--- config.mk ---
export PLATFORM = sky130hd
export DESIGN_NAME = fmi_core
export DESIGN_NICKNAME = d
export VERILOG_FILES = /design/src/core/fmi_pkg.sv /design/src/core/fmi_core.sv /design/src/core/fmi_decode.sv
export SDC_FILE = /design/constraint.sdc
export NUM_CORES = 2
export LEC_CHECK = 0
export ABC_AREA = 1
export BUFFER_PORTS_ARGS = -buffer_cell sky130_fd_sc_hd__buf_4
export CORE_ASPECT_RATIO = 0.75
export CORE_MARGIN = 10
export CORE_UTILIZATION = 64
export DETAILED_ROUTE_END_ITERATION = 10
export GPL_ROUTABILITY_DRIVEN = 0
export PLACE_DENSITY = 0.8
export SLEW_MARGIN = 20
export SYNTH_ARGS = -nofsm -noshare
export SYNTH_HDL_FRONTEND = slang
export SYNTH_HIERARCHICAL = 1
export SYNTH_SLANG_ARGS = --single-unit
--- constraint.sdc ---
create_clock -name i_clk -period 84 [get_ports i_clk]
set_input_delay 4.2 -clock i_clk [delete_from_list [all_inputs] [get_ports i_clk]]
set_output_delay 4.2 -clock i_clk [all_outputs]
set_load 0.02 [all_outputs]
--- src/core/fmi_pkg.sv ---
package fmi_pkg;
	// ----------------------------------------------------------------
	// instruction encoding
	// ----------------------------------------------------------------
	localparam int          FMI_IW             = 16;
	localparam int          FMI_DW             = 8;
	localparam int          FMI_AW             = 8;
	localparam int          FMI_PW             = 5;
	localparam logic [2:0]  FMI_OP_MOVP        = 3'h2;
	localparam logic [7:0]  FMI_OP_MOVW        = 8'h01;
	localparam int          FMI_MOVP_OP_LSB    = 13;
	localparam int          FMI_MOVP_P_LSB     = 8;
	localparam int          FMI_MOVW_OP_LSB    = 8;
	// ----------------------------------------------------------------
	// data space locations
	// ----------------------------------------------------------------
	localparam logic [7:0]  FMI_ADDR_INDF0     = 8'h00;
	localparam logic [7:0]  FMI_ADDR_FSR0      = 8'h01;
	localparam logic [7:0]  FMI_ADDR_INDF1     = 8'h08;
	localparam logic [7:0]  FMI_ADDR_FSR1      = 8'h09;
	localparam logic [7:0]  FMI_ADDR_WORK      = 8'h0a;
	localparam logic [7:0]  FMI_RST_BYTE       = 8'h00;
	localparam logic [7:0]  FMI_ZERO_BYTE      = 8'h00;
	localparam int          FMI_DEPTH          = 256;
	localparam int          FMI_P_MAX          = 31;
endpackage : fmi_pkg
--- src/core/fmi_core.sv ---
`timescale 1ns/1ps
`default_nettype none
module fmi_core
	import fmi_pkg::*;
#(
	parameter int P_DEPTH = FMI_DEPTH
)
(
	input  wire logic              i_clk,
	input  wire logic              i_rst_n,
	input  wire logic              i_valid,
	input  wire logic [FMI_IW-1:0] i_instr,
	output logic                   o_zero,
	output logic [FMI_DW-1:0]      o_work,
	output logic                   o_wr,
	output logic [FMI_AW-1:0]      o_wr_addr,
	output logic [FMI_DW-1:0]      o_wr_data
);
	// ----------------------------------------------------------------
	// elaboration checks
	// ----------------------------------------------------------------
	if (P_DEPTH != (1 << FMI_AW)) begin : g_bad_depth
		$error("data space depth must cover the whole address range");
	end

	// ----------------------------------------------------------------
	// reset release
	// ----------------------------------------------------------------
	logic [1:0] rst_sync_ff;
	always_ff @(posedge i_clk or negedge i_rst_n) begin
		if (!i_rst_n) rst_sync_ff <= 2'h0;
		else          rst_sync_ff <= {rst_sync_ff[0], 1'b1};
	end
	wire logic rst_n = rst_sync_ff[1];

	// ----------------------------------------------------------------
	// decode
	// ----------------------------------------------------------------
	logic              movp;
	logic              movw;
	logic [FMI_AW-1:0] src_raw;
	logic [FMI_AW-1:0] dst_raw;
	fmi_decode u_dec (
		.i_instr (i_instr),
		.i_valid (i_valid && rst_n),
		.o_movp  (movp),
		.o_movw  (movw),
		.o_src   (src_raw),
		.o_dst   (dst_raw)
	);

	// ----------------------------------------------------------------
	// data space
	// ----------------------------------------------------------------
	logic [FMI_DW-1:0] mem_ff [P_DEPTH];
	logic              zero_ff;

	function automatic logic [FMI_AW-1:0] fmi_resolve(input logic [FMI_AW-1:0] a,
	                                                  input logic [FMI_DW-1:0] p0,
	                                                  input logic [FMI_DW-1:0] p1);
		if (a == FMI_ADDR_INDF0)      fmi_resolve = p0;
		else if (a == FMI_ADDR_INDF1) fmi_resolve = p1;
		else                          fmi_resolve = a;
	endfunction : fmi_resolve

	wire logic [FMI_DW-1:0] fsr0 = mem_ff[FMI_ADDR_FSR0];
	wire logic [FMI_DW-1:0] fsr1 = mem_ff[FMI_ADDR_FSR1];
	wire logic [FMI_AW-1:0] src  = fmi_resolve(src_raw, fsr0, fsr1);
	wire logic [FMI_AW-1:0] dst  = fmi_resolve(dst_raw, fsr0, fsr1);
	// working register is an ordinary location of the array
	wire logic [FMI_DW-1:0] src_byte = mem_ff[src];
	wire logic [FMI_DW-1:0] work_byte = mem_ff[FMI_ADDR_WORK];
	wire logic              do_wr = movp || movw;
	wire logic [FMI_DW-1:0] nxt_data = movp ? src_byte : work_byte;
	wire logic              nxt_zero = movp ? (src_byte == FMI_ZERO_BYTE) : zero_ff;

	// one write port; a location loads only when it is the resolved target
	// reset pattern is address xor 0ah: bytes differ, working register comes up zero
	for (genvar g = 0; g < P_DEPTH; g++) begin : g_loc
		wire logic hit = do_wr && (dst == FMI_AW'(g));
		always_ff @(posedge i_clk or negedge rst_n) begin
			if (!rst_n)   mem_ff[g] <= FMI_DW'(g) ^ FMI_ADDR_WORK;
			else if (hit) mem_ff[g] <= nxt_data;
		end
	end

	always_ff @(posedge i_clk or negedge rst_n) begin
		if (!rst_n) zero_ff <= 1'b0;
		else        zero_ff <= nxt_zero;
	end

	// ----------------------------------------------------------------
	// outputs
	// ----------------------------------------------------------------
	logic              wr_ff;
	logic [FMI_AW-1:0] wr_addr_ff;
	logic [FMI_DW-1:0] wr_data_ff;
	logic [FMI_DW-1:0] work_ff;
	always_ff @(posedge i_clk or negedge rst_n) begin
		if (!rst_n) begin
			wr_ff      <= 1'b0;
			wr_addr_ff <= FMI_RST_BYTE;
			wr_data_ff <= FMI_RST_BYTE;
			work_ff    <= FMI_RST_BYTE;
		end else begin
			wr_ff      <= do_wr;
			wr_addr_ff <= do_wr ? dst : wr_addr_ff;
			wr_data_ff <= do_wr ? nxt_data : wr_data_ff;
			work_ff    <= (do_wr && dst == FMI_ADDR_WORK) ? nxt_data : work_byte;
		end
	end
	assign o_zero    = zero_ff;
	assign o_work    = work_ff;
	assign o_wr      = wr_ff;
	assign o_wr_addr = wr_addr_ff;
	assign o_wr_data = wr_data_ff;

	// ----------------------------------------------------------------
	// checks: copy and zero flag
	// ----------------------------------------------------------------
	chk_movp_copy: assert property (@(posedge i_clk) disable iff (!rst_n)
		movp |=> (o_wr && o_wr_data == $past(src_byte)))
		else $error("move to file did not copy source");
	chk_movp_zero: assert property (@(posedge i_clk) disable iff (!rst_n)
		movp |=> (o_zero == ($past(src_byte) == FMI_ZERO_BYTE)))
		else $error("zero flag wrong after move");
	chk_zero_set: assert property (@(posedge i_clk) disable iff (!rst_n)
		(movp && src_byte == FMI_ZERO_BYTE) |=> o_zero)
		else $error("zero flag not set by zero byte");
	chk_zero_clear: assert property (@(posedge i_clk) disable iff (!rst_n)
		(movp && src_byte != FMI_ZERO_BYTE) |=> !o_zero)
		else $error("zero flag not cleared by nonzero byte");
	chk_mem_copy: assert property (@(posedge i_clk) disable iff (!rst_n)
		movp |=> mem_ff[$past(dst)] == $past(src_byte))
		else $error("destination location not loaded");
	chk_refuse_op: assert property (@(posedge i_clk) disable iff (!rst_n)
		(i_valid && !movp && !movw) |=> !o_wr)
		else $error("unknown opcode wrote a location");

	// ----------------------------------------------------------------
	// checks: addressing
	// ----------------------------------------------------------------
	chk_dst_full: assert property (@(posedge i_clk) disable iff (!rst_n)
		(do_wr && dst_raw != FMI_ADDR_INDF0 && dst_raw != FMI_ADDR_INDF1) |=> o_wr_addr == $past(dst_raw))
		else $error("destination address mismatch");
	chk_dst_reach: assert property (@(posedge i_clk) disable iff (!rst_n)
		do_wr |=> o_wr_addr == $past(dst))
		else $error("resolved destination not reported");
	chk_out_hold: assert property (@(posedge i_clk) disable iff (!rst_n)
		!do_wr |=> ($stable(o_wr_addr) && $stable(o_wr_data)))
		else $error("write outputs changed without a write");
	chk_src_range: assert property (@(posedge i_clk) disable iff (!rst_n)
		movp |-> src_raw <= FMI_AW'(FMI_P_MAX))
		else $error("source out of low area");
	chk_src_plain: assert property (@(posedge i_clk) disable iff (!rst_n)
		(movp && src_raw != FMI_ADDR_INDF0 && src_raw != FMI_ADDR_INDF1) |-> src == src_raw)
		else $error("direct source moved away from its field");

	// ----------------------------------------------------------------
	// checks: working register
	// ----------------------------------------------------------------
	chk_work_dst: assert property (@(posedge i_clk) disable iff (!rst_n)
		(movp && dst == FMI_ADDR_WORK) |=> o_work == $past(src_byte))
		else $error("working register not written");
	chk_work_src: assert property (@(posedge i_clk) disable iff (!rst_n)
		(movp && src == FMI_ADDR_WORK) |=> o_wr_data == $past(o_work))
		else $error("working register not used as source");
	chk_work_hold: assert property (@(posedge i_clk) disable iff (!rst_n)
		!(do_wr && dst == FMI_ADDR_WORK) |=> $stable(o_work))
		else $error("working register changed without a write");
	chk_work_mirror: assert property (@(posedge i_clk) disable iff (!rst_n)
		o_work == work_byte)
		else $error("working register output out of step");

	// ----------------------------------------------------------------
	// checks: indirect access
	// ----------------------------------------------------------------
	chk_indirect: assert property (@(posedge i_clk) disable iff (!rst_n)
		(do_wr && dst_raw == FMI_ADDR_INDF0) |=> o_wr_addr == $past(fsr0))
		else $error("indirect destination not resolved");
	chk_indirect1: assert property (@(posedge i_clk) disable iff (!rst_n)
		(do_wr && dst_raw == FMI_ADDR_INDF1) |=> o_wr_addr == $past(fsr1))
		else $error("second indirect destination not resolved");
	chk_src_ind0: assert property (@(posedge i_clk) disable iff (!rst_n)
		(movp && src_raw == FMI_ADDR_INDF0) |-> src == fsr0)
		else $error("indirect source not resolved");
	chk_src_ind1: assert property (@(posedge i_clk) disable iff (!rst_n)
		(movp && src_raw == FMI_ADDR_INDF1) |-> src == fsr1)
		else $error("second indirect source not resolved");

	// ----------------------------------------------------------------
	// checks: working store
	// ----------------------------------------------------------------
	chk_movw_data: assert property (@(posedge i_clk) disable iff (!rst_n)
		movw |=> (o_wr && o_wr_data == $past(work_byte)))
		else $error("working store wrong data");
	chk_movw_status: assert property (@(posedge i_clk) disable iff (!rst_n)
		movw |=> $stable(o_zero))
		else $error("status changed by working store");
	chk_movw_work: assert property (@(posedge i_clk) disable iff (!rst_n)
		(movw && dst == FMI_ADDR_WORK) |=> o_work == $past(work_byte))
		else $error("working store onto itself changed it");
	chk_zero_hold: assert property (@(posedge i_clk) disable iff (!rst_n)
		!movp |=> $stable(o_zero))
		else $error("zero flag changed without a move");
	chk_wr_pulse: assert property (@(posedge i_clk) disable iff (!rst_n)
		!do_wr |=> !o_wr)
		else $error("write strobe without an instruction");
endmodule : fmi_core
`default_nettype wire

--- src/core/fmi_decode.sv ---
`timescale 1ns/1ps
`default_nettype none
module fmi_decode
	import fmi_pkg::*;
(
	input  wire logic [FMI_IW-1:0] i_instr,
	input  wire logic              i_valid,
	output logic                   o_movp,
	output logic                   o_movw,
	output logic [FMI_AW-1:0]      o_src,
	output logic [FMI_AW-1:0]      o_dst
);
	// ----------------------------------------------------------------
	// field split
	// ----------------------------------------------------------------
	wire logic [2:0] op3 = i_instr[FMI_IW-1:FMI_MOVP_OP_LSB];
	wire logic [7:0] op8 = i_instr[FMI_IW-1:FMI_MOVW_OP_LSB];
	wire logic [FMI_PW-1:0] pfld = i_instr[FMI_MOVP_OP_LSB-1:FMI_MOVP_P_LSB];

	assign o_movp = i_valid && (op3 == FMI_OP_MOVP);
	assign o_movw = i_valid && (op8 == FMI_OP_MOVW);
	// source limited to 00h..1fh
	assign o_src  = {{(FMI_AW-FMI_PW){1'b0}}, pfld};
	assign o_dst  = i_instr[FMI_AW-1:0];
endmodule : fmi_decode
`default_nettype wire

## Word-level counts from Yosys, hierarchy flattened

Cells that the tools add are included.

| operators by class | value |
|---|---|
| reduce and logical (&&, ||, !) cells | 264 |
| equal/unequal tests | 259 |
| order comparisons | 1 |
| bitwise operators | 1 |
| mux-type cells | 9 |

Operators with widths:

| kind | count |
|---|---|
| $eq A8 B8 Y1 const B | 128 |
| $eq A8 B7 Y1 const B | 64 |
| $logic_and A1 B1 Y1 | 259 |
| $eq A8 B6 Y1 const B | 32 |
| $eq A8 B5 Y1 const B | 16 |
| $eq A8 B4 Y1 const B | 9 |
| $bmux W8 S8 | 1 |
| $mux W8 | 8 |
| $eq A8 B3 Y1 const B | 4 |
| $logic_not A8 Y1 | 4 |
| $eq A8 B1 Y1 const B | 2 |
| $eq A8 B2 Y1 const B | 2 |
| $ge A9 B9 Y1 const B | 1 |
| $not A8 Y9 | 1 |
| $eq A5 B4 Y1 const B | 1 |
| $eq A3 B2 Y1 const B | 1 |
| $logic_or A1 B1 Y1 | 1 |

| storage, ports and cells | value |
|---|---|
| output and inout bits | 26 |
| flip-flop bits (word level) | 2,068 |
| input bits | 19 |
| word-level logic and storage cells | 795 |

## Logic depth before layout (Yosys ltp)

| depth | value |
|---|---|
| depth in word-level cells | 9 |
| depth in mapped cells | 24 |
| gate-level depth less buffers | 20 |

## Modules after synthesis

Netlist, hierarchy kept.

Modules (own cells, without submodules):

| module | sequential area each (um2) | instances | area an instance (um2) | cells each |
|---|---|---|---|---|
| fmi_core | 53,030.9 | 1 | 98,294.3 | 12,085 |
| fmi_decode | 0.0 | 1 | 168.9 | 27 |

## Least setup slack after synthesis

No wires, ideal clock.

| timing path | value |
|---|---|
| kind | flip-flop to flip-flop |
| start | register rst_sync_ff[1] |
| end | register mem_ff[1389] (netlist bit) |
| buffers on the path | 3 |
| setup time | 132 ps |
| cell stages (with the launch flop) | 13 |
| arrival | 45,852 ps |
| data required time | 83,868 ps |
| clock period less this slack | 45,984 ps |
| slack | 38,016 ps |
| cells stage by stage | dfrtp_1 nand2_1 inv_1 nand3b_1 nor2_1 nor2_1 clkbuf_1 clkbuf_1 nor3_1 inv_1 buf_1 nand2_1 o21ai_1 |

| between the ends | value |
|---|---|
| cells in the longest elaborated chain, start to end | 4 |
| elaborated cells on any way between the ends | 6 |
| classes of those cells | mux: 1; reduce/logical: 5 |

Ends and longest elaborated chain:

| what | RTL line | text |
|---|---|---|
| start, declared | fmi_core.sv:29 | `logic [1:0] rst_sync_ff;` |
| start signal, assigned | fmi_core.sv:32 | `else rst_sync_ff <= {rst_sync_ff[0], 1'b1};` |
| $logic_and A1 B1 Y1 (*) | fmi_core.sv:45 | `.i_valid (i_valid && rst_n),` |
| $logic_and A1 B1 Y1 (*) | fmi_decode.sv:20 | `assign o_movp = i_valid && (op3 == FMI_OP_MOVP);` |
| net movp | fmi_core.sv:39 | `logic movp;` |
| $logic_or A1 B1 Y1 | fmi_core.sv:73 | `wire logic do_wr = movp \|\| movw;` |
| $logic_and A1 B1 Y1 | fmi_core.sv:80 | `wire logic hit = do_wr && (dst == FMI_AW'(g));` |
| end signal, assigned by index | fmi_core.sv:82 | `if (!rst_n) mem_ff[g] <= FMI_DW'(g) ^ FMI_ADDR_WORK;` |
| end signal, assigned by index | fmi_core.sv:83 | `else if (hit) mem_ff[g] <= nxt_data;` |
| end, declared | fmi_core.sv:55 | `logic [FMI_DW-1:0] mem_ff [P_DEPTH];` |

The timed path passes the listed nets; every way through them passes the cells marked *.
A chain may end at the register's enable or synchronous reset.

## Worst setup path in the final report

| timing path | value |
|---|---|
| start | input i_instr[12] |
| end | register mem_ff[1389] (netlist bit) |

| between the ends | value |
|---|---|
| cells in the longest elaborated chain, start to end | 8 |
| elaborated cells on any way between the ends | 13 |
| classes of those cells | eq/ne: 2; mux: 6; bitwise: 1; reduce/logical: 4 |

Ends and longest elaborated chain:

| what | RTL line | text |
|---|---|---|
| start, declared | fmi_core.sv:12 | `input wire logic [FMI_IW-1:0] i_instr,` |
| $eq A5 B4 Y1 | fmi_core.sv:62 | `else if (a == FMI_ADDR_INDF1) fmi_resolve = p1;` |
| $mux W8 | fmi_core.sv:62 |  |
| $mux W8 | fmi_core.sv:61 | `if (a == FMI_ADDR_INDF0) fmi_resolve = p0;` |
| $not A8 Y9 (implied by the code) | fmi_core.sv:71 | `wire logic [FMI_DW-1:0] src_byte = mem_ff[src];` |
| $bmux W8 S8 | fmi_core.sv:71 |  |
| $mux W8 (implied by the code) (2 in a row) | fmi_core.sv:71 |  |
| $mux W8 | fmi_core.sv:74 | `wire logic [FMI_DW-1:0] nxt_data = movp ? src_byte : work_byte;` |

Several ways; a longest one is shown, not always the timed one. The select of a mux whose other input is x is not followed.

==> out/results.ini <==
[worst_setup_path]
crit_required_ns=84.68
endpoint_kind=flip-flop
critPathMostFrequentCell=buf_4
critPathTopFamily=buffers and inverters
ff2ff_setup_slack_ns=74.57
critPathKind=primary input to flip-flop
startpoint_type=primary input
arrival_ns=13.40
max_stage_delay_ns=0.98
path_buf_inv=8
cp_slowest_cell=buf_4
path_max_fanout=99

[power_and_ir_drop]
swShare_pct=24.6
irDropWorstVdd_v=0.0000244
share_clk_of_total_power_pct=44.5
switchingPower_uw=501
power_frac_comb_pct=6.5
p_leak_nw=38.4
p_int_mw=1.54
power.density_mw_per_mm2=19.7
power_frac_seq_pct=49.0

[global_route]
grt_overflow=0
grt_pass1_wl_um=477000
grt_max_degree=182
first_global_vias=82030
grt_util_all_layers_pct=35.2
antenna_found_initial=13

[synth]
avgSynthCellArea_um2=8.13
synth.distinct_cells=34
synth.top_cell.area_share_pct=27.3
ys_seq_area_share_pct=53.9
ys_warn_count=6
syn_area_mm2=0.0985
synth.largest_area_cell=dfstp_2
ys_ff_latch=2068
synth_edf_count=0
synth_ff_type=dfrtp_1
syn_inst=12112
async_flop_share_pct=100
synth_area_leaders=dfstp_2, dfrtp_1, nand2_1

[detailed_routing]
drt-initial-drc-count=12488
wl_um=306000
ant_nets=0
via_count=86537
drtPass1Iterations=8
wl_per_cell_um=22.3
viasPerCell=6.32
route.detailed.drc=0

[layout]
nNetsFinal=11507
final_cell_mix=nand2_1, o21ai_1, nand3_1, dfrtp_1, dfstp_2
fill_cells=11880
multi_input_area_mm2=0.0379
syn_to_final_growth_pct=5.54
drive_gt1_share_pct=13.4
final_common_cell=nand2_1
register_area_mm2=0.0530

[timing]
rsz0062_at_grt=false
fmax_ghz=0.0786
min_period_ns=12.72
setup_viol=0
fin_crit_sh_pct=15.1
fin_hold_ws_ns=0.261
slew_violations=0
relSlewSlack_pct=16.6
hold_viol=0
max_slew.worst_pin.slew_ns=1.25
setup_tns_ns=0
skew_ns=0.0365

[die]
coreArea_mm2=0.153
fp.dieArea_mm2=0.170
rows=124
dieWidth_um=473
initial_utilization_pct=64.5
ioPinCount=45
dieHeight_um=360

[clock_tree]
cts.clk_slew.worst_paths_ns=0.06
cts_setup_buffers=0
numCtsBuffers=191
clockRootBuffer=clkbuf_16
cts.htree.levels=4
worstSkewPairLatency_ns=0.86
postCtsResizedCells=0
cts_hold_buf=0
cts_buffer_depth=3
clock-sinks=2068
cts_tree=yes

[job]
drv_cap=0

[status]
status=complete, no violations

[placed_design]
port_buffers=44
dp_hpwl_um=179000

[worst_hold_path]
hold_path.class=flip-flop to asynchronous set/reset pin

## worst reg2reg max path, stage by stage (launching register included)
cell	delay [ns]
dfstp_2	0.67
nand2_8	0.35
nand3_4	0.70
buf_4	0.78
buf_4	0.70
buf_4	0.80
buf_4	0.60
buf_4	0.61
o21ai_0	0.20
nand2_1	0.09
o21ai_1	0.08
nand2_1	0.06
nand3_1	0.09
nand3_1	0.16
nand3_1	0.09
nand3_1	0.13
nand3_1	0.09
nand2_1	0.10
nand2_1	0.13
nand2_8	0.63
buf_4	0.93
buf_4	1.04
o21ai_1	0.26
## routing by layer
layer | vias to the layer above | wire length (um) | share of wire, % | global-route usage, %
li1 | 38683 | - | - | -
met1 | 41388 | 119000 | 39 | 48.3
met2 | 5501 | 128000 | 42 | 50.2
met3 | 953 | 42300 | 14 | 11.1
met4 | 12 | 15900 | 5.2 | 17.7
met5 | - | 81 | 0.026 | 0.169
## state kept, by name, indices dropped and copies added, names as in the netlist
| name | count |
|---|---|
| fsr1 | 8 |
| rst_sync_ff | 2 |
| fsr0 | 8 |
| mem_ff | 2024 |
| o_wr_addr | 8 |
| o_zero | 1 |
| work_byte | 8 |
| o_wr_data | 8 |
| o_wr | 1 |
## kinds of logic after synthesis
family | after synthesis | share of synthesized area [%]
other | 2 | 0.00763
AOI/OAI and AO/OA | 2616 | 13.7
and+or+nand+nor | 5809 | 24.6
buffers and inverters | 1617 | 7.81
DFF | 2068 | 53.9
## cells in the mapped netlist, drive strengths merged, types with 6 or more instances
library cell / n
a21oi: 105
a31oi: 6
buf: 773
clkbuf: 225
clkinv: 14
dfrtp: 1044
dfstp: 1024
inv: 605
nand2: 3734
nand3: 1735
nor2: 209
nor3: 126
o211ai: 141
o21ai: 2363
## power groups by stage
stage / Combinational (mW) / Clock (mW) / Sequential (mW)
after CTS: 0.128 / 0.908 / 1.00
after global placement: 0.126 / 0 / 1.02
after floorplan: 0.0693 / 0 / 1.03
after global routing: 0.140 / 0.951 / 1.00
final: 0.133 / 0.908 / 1.00
after detailed placement: 0.127 / 0 / 1.02
## cell type report
type	count	share of cell area [%]
Sequential cell	2068	51.0
Clock inverter	56	0.584
Timing Repair Buffer	179	1.48
Clock buffer	303	5.67
Antenna cell	17	0.0409
Tap cell	2016	2.43
Multi-Input combinational cell	8429	36.5
Inverter	619	2.25
## path summary, 6_finish.rpt
path	cells past startpoint	start	endpoint
worst max-delay path	26	i_instr[12]	mem_ff[1389]$_DFFE_PN0P_
min in group i_clk	0	rst_sync_ff[0]$_DFF_PN0_	rst_sync_ff[1]$_DFF_PN0_
worst min register to register	0	rst_sync_ff[1]$_DFF_PN0_	mem_ff[120]$_DFFE_PN0P_
worst min-delay path	0	rst_sync_ff[1]$_DFF_PN0_	mem_ff[120]$_DFFE_PN0P_
worst max register to register	22	fsr0[0]$_DFFE_PN1P_	mem_ff[1389]$_DFFE_PN0P_
max in group asynchronous	5	rst_sync_ff[1]$_DFF_PN0_	mem_ff[1129]$_DFFE_PN0P_
## per-stage QoR
| stage | setup slack [ns] | power (mW) | instance area [um^2] | utilization [%] | instances |
|---|---|---|---|---|---|
| after floorplan | 23.85 | 1.10 | 98500 | - | 12114 |
| after global placement | 70.90 | 1.14 | 97300 | 63.7 | 13309 |
| after detailed placement | 70.88 | 1.14 | 97300 | 63.7 | 13309 |
| after CTS | 71.72 | 2.04 | 104000 | 68.0 | 13668 |
| after global routing | 70.98 | 2.09 | 104000 | 68.0 | 13670 |
| final | 71.28 | 2.04 | 104000 | 68.1 | 13687 |
(Power assumes the default switching activity.)
